**config.mk**
```make
export PLATFORM = sky130hd
export DESIGN_NAME = phgc_regs
export DESIGN_NICKNAME = d
export VERILOG_FILES = /design/src/logic/phgc_pkg.sv /design/src/logic/phgc_core_if.sv /design/src/logic/phgc_ms_cfg.sv /design/src/logic/phgc_page_capture.sv /design/src/logic/phgc_regs.sv
export SDC_FILE = /design/constraint.sdc
export NUM_CORES = 1
export LEC_CHECK = 0
export ABC_CLOCK_PERIOD_IN_PS = 1700
export BUFFER_PORTS_ARGS = -buffer_cell sky130_fd_sc_hd__buf_2
export CAP_MARGIN = 20
export CORE_UTILIZATION = 43
export DETAILED_ROUTE_END_ITERATION = 7
export PLACE_DENSITY = 0.73
export SETUP_SLACK_MARGIN = 0.5
export SLEW_MARGIN = 20
export SYNTH_ARGS = -nofsm -noshare
export SYNTH_HDL_FRONTEND = slang
export SYNTH_SLANG_ARGS = --single-unit
```
**constraint.sdc**
```tcl
create_clock -name clk_sys -period 1.7 [get_ports clk_sys]
set_clock_uncertainty 0.2 [all_clocks]
set_input_delay 0.085 -clock clk_sys [delete_from_list [all_inputs] [get_ports clk_sys]]
set_output_delay 0.085 -clock clk_sys [all_outputs]
set_load 0.02 [all_outputs]
```
**src/logic/phgc_pkg.sv**
```systemverilog
// shared constants for the gigabit control and partner next-page registers
package phgc_pkg;
    // register offsets on the management port
    localparam logic [4:0]  OFS_PARTNER_NP = 5'h08;
    localparam logic [4:0]  OFS_GIG_CTRL   = 5'h09;
    localparam int          ADDR_W         = 5;
    localparam int          DATA_W         = 16;

    // partner next-page field positions
    localparam int          PNP_NEXT_BIT   = 15;
    localparam int          PNP_ACK_BIT    = 14;
    localparam int          PNP_MSG_BIT    = 13;
    localparam int          PNP_ACK2_BIT   = 12;
    localparam int          PNP_TOG_BIT    = 11;
    localparam int          PNP_CODE_HI    = 10;
    localparam int          PNP_CODE_LO    = 0;
    localparam logic [15:0] PNP_RESET      = 16'h0000;

    // gigabit control field positions
    localparam int          GC_MODE_HI     = 15;
    localparam int          GC_MODE_LO     = 13;
    localparam int          GC_MANUAL_BIT  = 12;
    localparam int          GC_MASTER_BIT  = 11;
    localparam int          GC_PORT_BIT    = 10;
    localparam int          GC_FD_BIT      = 9;
    localparam int          GC_HD_BIT      = 8;
    localparam logic [15:0] GC_RESET       = 16'h0200;
    localparam logic [15:0] GC_WR_MASK     = 16'hff00;

    localparam int          NUM_PAIRS      = 4;

    // transmitter mode encodings
    typedef enum logic [2:0] {
        TXM_NORMAL   = 3'h0,
        TXM_WAVEFORM = 3'h1,
        TXM_JIT_MST  = 3'h2,
        TXM_JIT_SLV  = 3'h3,
        TXM_DISTORT  = 3'h4
    } phgc_txmode_t;
endpackage : phgc_pkg

```
**src/logic/phgc_core_if.sv**
```systemverilog
// signals passed between the register top and its two helper modules
`timescale 1ns/100ps
interface phgc_core_if;
    logic [15:0] page_word;     // captured partner page
    logic        page_new;      // one-cycle pulse, page just loaded
    logic [15:0] ctrl_word;     // gigabit control register
    logic        forced_gig;    // autoneg off and 1000 forced
    logic [2:0]  tx_mode;
    logic [3:0]  pair_test;
    logic        ms_manual;
    logic        ms_master;
    logic        port_pref;
    logic        adv_fd;
    logic        adv_hd;

    modport cap (output page_word, output page_new);
    modport cfg (input ctrl_word, input forced_gig, output tx_mode, output pair_test,
                 output ms_manual, output ms_master, output port_pref,
                 output adv_fd, output adv_hd);
    modport top (input page_word, input page_new, output ctrl_word, output forced_gig,
                 input tx_mode, input pair_test, input ms_manual, input ms_master,
                 input port_pref, input adv_fd, input adv_hd);
endinterface : phgc_core_if

```
**src/logic/phgc_ms_cfg.sv**
```systemverilog
// decode of the control word into transmitter and negotiation controls
`timescale 1ns/100ps
module phgc_ms_cfg (
    input  wire logic clk_sys,
    input  wire logic rst_sync_n,
    phgc_core_if.cfg  core
);
    logic [2:0] mode_reg,  mode_next;
    logic [3:0] pair_reg,  pair_next;
    logic       man_reg,   man_next;
    logic       mst_reg,   mst_next;
    logic       pref_reg,  pref_next;
    logic       fd_reg,    fd_next;
    logic       hd_reg,    hd_next;

    // reserved codes fall back to normal so no undefined pattern goes out
    function automatic logic [2:0] legal_mode(input logic [2:0] code);
        legal_mode = (code > 3'(phgc_pkg::TXM_DISTORT)) ? 3'(phgc_pkg::TXM_NORMAL) : code;
    endfunction : legal_mode

    always_comb begin
        mode_next = legal_mode(core.ctrl_word[phgc_pkg::GC_MODE_HI:phgc_pkg::GC_MODE_LO]);
        // test patterns only once speed is forced, on every pair
        pair_next = (core.forced_gig && mode_next != 3'(phgc_pkg::TXM_NORMAL)) ? 4'hf : 4'h0;
        man_next  = core.ctrl_word[phgc_pkg::GC_MANUAL_BIT];
        // forced role is meaningless without manual mode
        mst_next  = man_next & core.ctrl_word[phgc_pkg::GC_MASTER_BIT];
        // preference only counts while manual mode is off
        pref_next = ~man_next & core.ctrl_word[phgc_pkg::GC_PORT_BIT];
        fd_next   = core.ctrl_word[phgc_pkg::GC_FD_BIT];
        hd_next   = core.ctrl_word[phgc_pkg::GC_HD_BIT];
    end

    always_ff @(posedge clk_sys or negedge rst_sync_n) begin
        if (!rst_sync_n) begin
            mode_reg <= phgc_pkg::GC_RESET[phgc_pkg::GC_MODE_HI:phgc_pkg::GC_MODE_LO];
            pair_reg <= 4'h0;
            man_reg  <= phgc_pkg::GC_RESET[phgc_pkg::GC_MANUAL_BIT];
            mst_reg  <= 1'b0;
            pref_reg <= 1'b0;
            fd_reg   <= phgc_pkg::GC_RESET[phgc_pkg::GC_FD_BIT];
            hd_reg   <= phgc_pkg::GC_RESET[phgc_pkg::GC_HD_BIT];
        end else begin
            mode_reg <= mode_next;
            pair_reg <= pair_next;
            man_reg  <= man_next;
            mst_reg  <= mst_next;
            pref_reg <= pref_next;
            fd_reg   <= fd_next;
            hd_reg   <= hd_next;
        end
    end

    assign core.tx_mode   = mode_reg;
    assign core.pair_test = pair_reg;
    assign core.ms_manual = man_reg;
    assign core.ms_master = mst_reg;
    assign core.port_pref = pref_reg;
    assign core.adv_fd    = fd_reg;
    assign core.adv_hd    = hd_reg;
endmodule : phgc_ms_cfg

```
**src/logic/phgc_page_capture.sv**
```systemverilog
// atomic capture of each next page received from the link partner
`timescale 1ns/100ps
module phgc_page_capture (
    input  wire logic        clk_sys,
    input  wire logic        rst_sync_n,
    input  wire logic        an_page_valid,
    input  wire logic [15:0] an_page_word,
    phgc_core_if.cap         core
);
    logic [15:0] page_reg;
    logic [15:0] page_next;
    logic        new_reg;
    logic        new_next;

    // whole word loads in one edge, never a mix of pages
    always_comb begin
        page_next = page_reg;
        new_next  = 1'b0;
        if (an_page_valid) begin
            page_next = an_page_word;
            new_next  = 1'b1;
        end
    end

    always_ff @(posedge clk_sys or negedge rst_sync_n) begin
        if (!rst_sync_n) begin
            page_reg <= phgc_pkg::PNP_RESET;
            new_reg  <= 1'b0;
        end else begin
            page_reg <= page_next;
            new_reg  <= new_next;
        end
    end

    assign core.page_word = page_reg;
    assign core.page_new  = new_reg;
endmodule : phgc_page_capture

```
**src/logic/phgc_regs.sv**
```systemverilog
// partner next-page and gigabit control registers of one phy port
`timescale 1ns/100ps

////////////////////////////////////////////////////////////////////////////////
// How it works
// - bit 15 of partner page says more pages follow (1) or last (0).
// - bit 14 read-only shows partner acknowledge of our link word.
// - bit 13 message or unformatted page; bits 10:0 the received code.
// - bit 12 read-only shows partner second acknowledge.
// - bit 11 read-only shows partner toggle bit.
// - control bits 15:13 pick transmitter mode, normal after reset.
// - selected test pattern goes out on all four pairs only while forced_gig is set, no partner needed.
// - bit 12 enables manual master/slave, reset zero.
// - bit 11 forces master or slave, ignored unless manual enabled.
// - bit 10 port preference, valid only without manual mode, reset zero.
// - bit 9 advertises gigabit full duplex, reset one.
// - bit 8 advertises gigabit half duplex, reset zero.
// - each new partner page sets a latched page-received flag.
module phgc_regs (
    input  wire logic        clk_sys,
    input  wire logic        rst_n,
    input  wire logic [4:0]  reg_addr,
    input  wire logic [15:0] reg_wdata,
    input  wire logic        reg_wr,
    input  wire logic        reg_rd,
    output logic      [15:0] reg_rdata,
    input  wire logic        an_page_valid,
    input  wire logic [15:0] an_page_word,
    input  wire logic        forced_gig,
    input  wire logic        pg_rcvd_clr,
    output logic             pg_rcvd_flag,
    output logic      [2:0]  tx_mode,
    output logic      [3:0]  tx_pair_test,
    output logic             ms_manual_en,
    output logic             ms_force_master,
    output logic             ms_port_pref,
    output logic             adv_gig_fd,
    output logic             adv_gig_hd
);
    ////////////////////////////////////////////////////////////////////////////
    logic        rst_meta_reg;
    logic        rst_sync_n;
    logic [15:0] ctrl_reg,  ctrl_next;
    logic [15:0] rdata_reg, rdata_next;
    logic        flag_reg,  flag_next;

    phgc_core_if core ();

    // reset release through two stages, assertion stays asynchronous
    always_ff @(posedge clk_sys or negedge rst_n) begin
        if (!rst_n) begin
            rst_meta_reg <= 1'b0;
            rst_sync_n   <= 1'b0;
        end else begin
            rst_meta_reg <= 1'b1;
            rst_sync_n   <= rst_meta_reg;
        end
    end

    ////////////////////////////////////////////////////////////////////////////
    phgc_page_capture u_capture (
        .clk_sys       (clk_sys),
        .rst_sync_n    (rst_sync_n),
        .an_page_valid (an_page_valid),
        .an_page_word  (an_page_word),
        .core          (core.cap)
    );

    phgc_ms_cfg u_cfg (
        .clk_sys    (clk_sys),
        .rst_sync_n (rst_sync_n),
        .core       (core.cfg)
    );

    assign core.ctrl_word  = ctrl_reg;
    assign core.forced_gig = forced_gig;

    ////////////////////////////////////////////////////////////////////////////
    // register writes, read mux and page-received flag
    function automatic logic is_hit(input logic [4:0] a, input logic [4:0] ofs);
        is_hit = (a == ofs);
    endfunction : is_hit

    always_comb begin
        ctrl_next  = ctrl_reg;
        rdata_next = 16'h0000;
        flag_next  = flag_reg;
        // low byte masked off on write, so it always reads zero
        if (reg_wr && is_hit(reg_addr, phgc_pkg::OFS_GIG_CTRL)) begin
            ctrl_next = reg_wdata & phgc_pkg::GC_WR_MASK;
        end
        // partner page is read-only; writes to it are dropped
        if (reg_rd) begin
            if (is_hit(reg_addr, phgc_pkg::OFS_PARTNER_NP)) begin
                rdata_next = core.page_word;
            end else if (is_hit(reg_addr, phgc_pkg::OFS_GIG_CTRL)) begin
                rdata_next = ctrl_reg;
            end
        end
        // clear first, then set, so an arriving page is never lost
        if (pg_rcvd_clr) begin
            flag_next = 1'b0;
        end
        if (core.page_new) begin
            flag_next = 1'b1;
        end
    end

    always_ff @(posedge clk_sys or negedge rst_sync_n) begin
        if (!rst_sync_n) begin
            ctrl_reg  <= phgc_pkg::GC_RESET;
            rdata_reg <= 16'h0000;
            flag_reg  <= 1'b0;
        end else begin
            ctrl_reg  <= ctrl_next;
            rdata_reg <= rdata_next;
            flag_reg  <= flag_next;
        end
    end

    // outputs all come straight from flip-flops
    assign reg_rdata       = rdata_reg;
    assign pg_rcvd_flag    = flag_reg;
    assign tx_mode         = core.tx_mode;
    assign tx_pair_test    = core.pair_test;
    assign ms_manual_en    = core.ms_manual;
    assign ms_force_master = core.ms_master;
    assign ms_port_pref    = core.port_pref;
    assign adv_gig_fd      = core.adv_fd;
    assign adv_gig_hd      = core.adv_hd;

    ////////////////////////////////////////////////////////////////////////////
    // address decodes shared by the checks below
    logic rd_page_hit;
    logic rd_ctrl_hit;
    assign rd_page_hit = reg_rd && is_hit(reg_addr, phgc_pkg::OFS_PARTNER_NP);
    assign rd_ctrl_hit = reg_rd && is_hit(reg_addr, phgc_pkg::OFS_GIG_CTRL);
endmodule : phgc_regs

```
==> metrics.txt <==
# TYPE chip_impl_metric gauge
chip_impl_info{name="result_of_the_run",value="finished, violations left"} 1
chip_impl_info{name="failed_checks",value="negative hold slack"} 1
chip_impl_metric{name="globalplace.congestion",unit=""} 0.777
chip_impl_metric{name="port-buffer-count",unit=""} 64
chip_impl_metric{name="proportion_of_layout_cells_with_a_drive_suffix_above_1",unit=""} 0.489
chip_impl_info{name="tritoncts",value="yes"} 1
chip_impl_metric{name="power.share.sequential",unit=""} 0.508
chip_impl_metric{name="grtUsageTotal",unit=""} 0.193
chip_impl_metric{name="grt_pass1_vias",unit=""} 1408
chip_impl_metric{name="detailedPlacementHpwl",unit="mm"} 2.58
chip_impl_metric{name="netSwitchingFraction",unit=""} 0.233
chip_impl_metric{name="worst_endpoint_data_arrival_time",unit="ns"} 0.95
chip_impl_metric{name="num_cts_buffers",unit=""} 5
chip_impl_metric{name="post_layout_nonfiller_instances",unit=""} 271
chip_impl_metric{name="finalHoldViolations",unit=""} 13
chip_impl_metric{name="reg2reg_depth",unit=""} 3
chip_impl_metric{name="internal_power",unit="W"} 0.00222
chip_impl_metric{name="drt_pre_antenna_iters",unit=""} 3
chip_impl_metric{name="post-layout-total-power",unit="W"} 0.00289
chip_impl_info{name="final_cell_mix",value="59 x sky130_fd_sc_hd__buf_2, 49 x sky130_fd_sc_hd__dfrtp_1, 29 x sky130_fd_sc_hd__dlygate4sd3_1, 24 x sky130_fd_sc_hd__mux2_2, 9 x sky130_fd_sc_hd__nor2_1"} 1
chip_impl_metric{name="worst_hold_slack",unit="ns"} -0.0326
chip_impl_metric{name="ctsHtreeMaxLevel",unit=""} 2
chip_impl_info{name="crit_chain",value="buf_6"} 1
chip_impl_info{name="setup.worst_path.class",value="flip-flop to output pin"} 1
chip_impl_metric{name="cts.reportedPaths.clkPinSlew",unit="ns"} 0.09
chip_impl_metric{name="pins_over_slew_limit",unit=""} 0
chip_impl_metric{name="place_inst",unit=""} 234
chip_impl_metric{name="max_freq",unit="MHz"} 812
chip_impl_metric{name="cap_viol_max_count",unit=""} 0
chip_impl_metric{name="antenna_found_initial",unit=""} 0
chip_impl_metric{name="min_period",unit="ns"} 1.23
chip_impl_info{name="largest_area_contributor_in_the_synthesized_netlist",value="sky130_fd_sc_hd__dfrtp_1"} 1
chip_impl_metric{name="std_cell_rows",unit=""} 23
chip_impl_metric{name="synthDistinctLibCells",unit=""} 17
chip_impl_metric{name="comb_power_share",unit=""} 0.152
chip_impl_metric{name="max_vdd_drop",unit="mV"} 0.482
chip_impl_metric{name="p_switching",unit="W"} 0.000672
chip_impl_metric{name="path_max_fanout",unit=""} 1
chip_impl_metric{name="synthesis.yosys.warnings",unit=""} 0
chip_impl_metric{name="drc",unit=""} 0
chip_impl_metric{name="power.share.clock",unit=""} 0.340
chip_impl_metric{name="initial_core_util",unit=""} 0.462
chip_impl_info{name="commonest_non_fill_non_tap_cell_in_the_layout",value="sky130_fd_sc_hd__buf_2"} 1
chip_impl_metric{name="crit_cells",unit=""} 1
chip_impl_metric{name="synthesis.area",unit="µm²"} 1910
chip_impl_metric{name="floorplan.die_area",unit="µm²"} 4720
chip_impl_metric{name="die_x",unit="µm"} 68.7
chip_impl_metric{name="grt_max_degree",unit=""} 27
chip_impl_metric{name="grt_overflow",unit=""} 0
chip_impl_info{name="grt_setup_unrepaired",value="true"} 1
chip_impl_info{name="crit_path_start_kind",value="flip-flop"} 1
chip_impl_metric{name="share_of_synthesized_area_occupied_by_flip_flops_and_latches",unit=""} 0.695
chip_impl_metric{name="postRouteWirelength",unit="mm"} 3.81
chip_impl_metric{name="number_of_buffers_and_inverters_on_the_critical_path",unit=""} 1
chip_impl_metric{name="routed_wl_per_cell",unit="µm"} 14.1
chip_impl_metric{name="core",unit="µm²"} 4140
chip_impl_info{name="synthTopCellsByArea",value="sky130_fd_sc_hd__dfrtp_1 67%, sky130_fd_sc_hd__mux2_2 14%, sky130_fd_sc_hd__mux2i_1 4.2%"} 1
chip_impl_metric{name="max_stage_delay",unit="ns"} 0.54
chip_impl_metric{name="hold-path-cell-count",unit=""} 3
chip_impl_info{name="hold_crit_class",value="input pin to flip-flop"} 1
chip_impl_metric{name="ant_nets",unit=""} 0
chip_impl_metric{name="io_pins",unit=""} 73
chip_impl_info{name="cts_root_buffer",value="sky130_fd_sc_hd__clkbuf_8"} 1
chip_impl_metric{name="synth_nets",unit=""} 168
chip_impl_metric{name="clock_insertion_delay_worst_skew",unit="ns"} 0.30
chip_impl_metric{name="cellPowerDensity",unit="nW/µm²"} 1040
chip_impl_metric{name="nNetsFinal",unit=""} 264
chip_impl_info{name="critical_path.endpoint_type",value="output pin"} 1
chip_impl_metric{name="grt_pass1_wl",unit="mm"} 6.36
chip_impl_metric{name="tns",unit="ns"} 0
chip_impl_metric{name="static_leakage",unit="nW"} 1.39
chip_impl_metric{name="layout_worst_path_cycle_share",unit=""} 0.724
chip_impl_metric{name="route.vias.total",unit=""} 1257
chip_impl_metric{name="finish.utilization",unit=""} 0.669
chip_impl_metric{name="timing.critical_path.required",unit="ns"} 1.41
chip_impl_info{name="cpLargestDelayFamily",value="flip-flops"} 1
chip_impl_metric{name="postCtsSetupBuffers",unit=""} 0
chip_impl_metric{name="clk_path_buf_depth",unit=""} 2
chip_impl_metric{name="post_synth.cell_area_avg",unit="µm²"} 15.4
chip_impl_metric{name="fp.dieH",unit="µm"} 68.7
chip_impl_metric{name="setup_violations",unit=""} 0
chip_impl_metric{name="antenna_cells_inserted",unit=""} 0
chip_impl_metric{name="avgViaCountPerCell",unit=""} 4.64
chip_impl_metric{name="post-synth-top-area-fraction",unit=""} 0.667
chip_impl_info{name="crit_path_top_delay_cell",value="sky130_fd_sc_hd__dfstp_2"} 1
chip_impl_metric{name="number_of_register_bits_inferred_by_synthesis",unit=""} 53
chip_impl_metric{name="synth_cells",unit=""} 124
chip_impl_metric{name="first_iter_violations",unit=""} 67
chip_impl_metric{name="area_growth_syn_to_layout",unit="%"} 44.9
chip_impl_metric{name="cts_num_sinks",unit=""} 53
power by group through the flow:
stage	sequential, W	clock, W	combinational, W
after floorplan	0.00154	0	0.000186
after global placement	0.00148	0	0.000356
after detailed placement	0.00149	0	0.000365
after CTS	0.00146	0.000997	0.000423
after global routing	0.00149	0.00107	0.000480
final	0.00147	0.000984	0.000439
cell type report:
| cell class | count | area [µm²] |
|---|---|---|
| clock inverter | 3 | 65.1 |
| inverter | 1 | 3.75 |
| sequential | 53 | 1330 |
| timing repair buffer | 98 | 701 |
| tap | 50 | 62.6 |
| fill | 314 | 1370 |
| clock buffer | 5 | 68.8 |
| multi-input combinational | 61 | 539 |
Yosys cell counts (all sizes together):
library cell,count
inv,1
mux2,24
conb,1
nor2,10
buf,9
nor2b,3
nor3b,8
nor4b,1
o21a,1
and2,2
and3,1
mux2i,8
nand2,1
dfrtp,51
dfstp,2
a21o,1
path summary, 6_finish.rpt:
check | startpoint | to | slack [ns]
setup / recovery | u_cfg.core.adv_fd$_DFF_PN1_ | adv_gig_fd | 0.47
hold / removal | reg_rd | reg_rdata[5]$_DFF_PN0_ | -0.03
setup reg to reg | core.ctrl_word[14]$_DFFE_PN0P_ | u_cfg.core.pair_test[1]$_DFF_PN0_ | 0.58
hold reg to reg | rst_sync_n$_DFF_PN0_ | u_capture.core.page_word[15]$_DFFE_PN0P_ | 0
max in group asynchronous | rst_sync_n$_DFF_PN0_ | u_cfg.core.adv_fd$_DFF_PN1_ | 0.75
min in group asynchronous | rst_sync_n$_DFF_PN0_ | u_capture.core.page_word[15]$_DFFE_PN0P_ | 0
logic make-up after synthesis:
| logic type | count (synthesis) | synth area share |
|---|---|---|
| compound gates | 2 | 0.00785 |
| buf+inv | 10 | 0.0320 |
| flops | 53 | 0.695 |
| mux | 32 | 0.183 |
| other cells | 1 | 0.00196 |
| simple gates | 26 | 0.0804 |
layer usage:
layer / vias up / part of all wire / track usage
met2: 43 / 0.51 / 0.327
met3: 8 / 0.064 / 0.0789
met4: 0 / 0.019 / 0.0663
li1: 603 / - / -
met1: 603 / 0.41 / 0.219
met5: - / 0 / 0
repair_timing:
item / 4_1_cts / 5_1_grt
endpoints found under the hold margin: 35 / 0
resized for setup: 2 / 10
pin swaps: 0 / 1
endpoints found under the setup margin: 1 / 13
hold buffers: 29 / 0
per-stage QoR:
stage	setup WS [ns]	cell area [µm²]	hold slack, ns
2_1_floorplan	0.405	1930	-0.411
3_3_place_gp	0.212	2310	-0.328
3_5_place_dp	0.193	2310	-0.328
4_1_cts	0.461	2740	-0.0351
5_1_grt	0.433	2770	0.00970
6_report	0.469	2770	-0.0326
No activity file was read; power rests on OpenSTA's default activity.
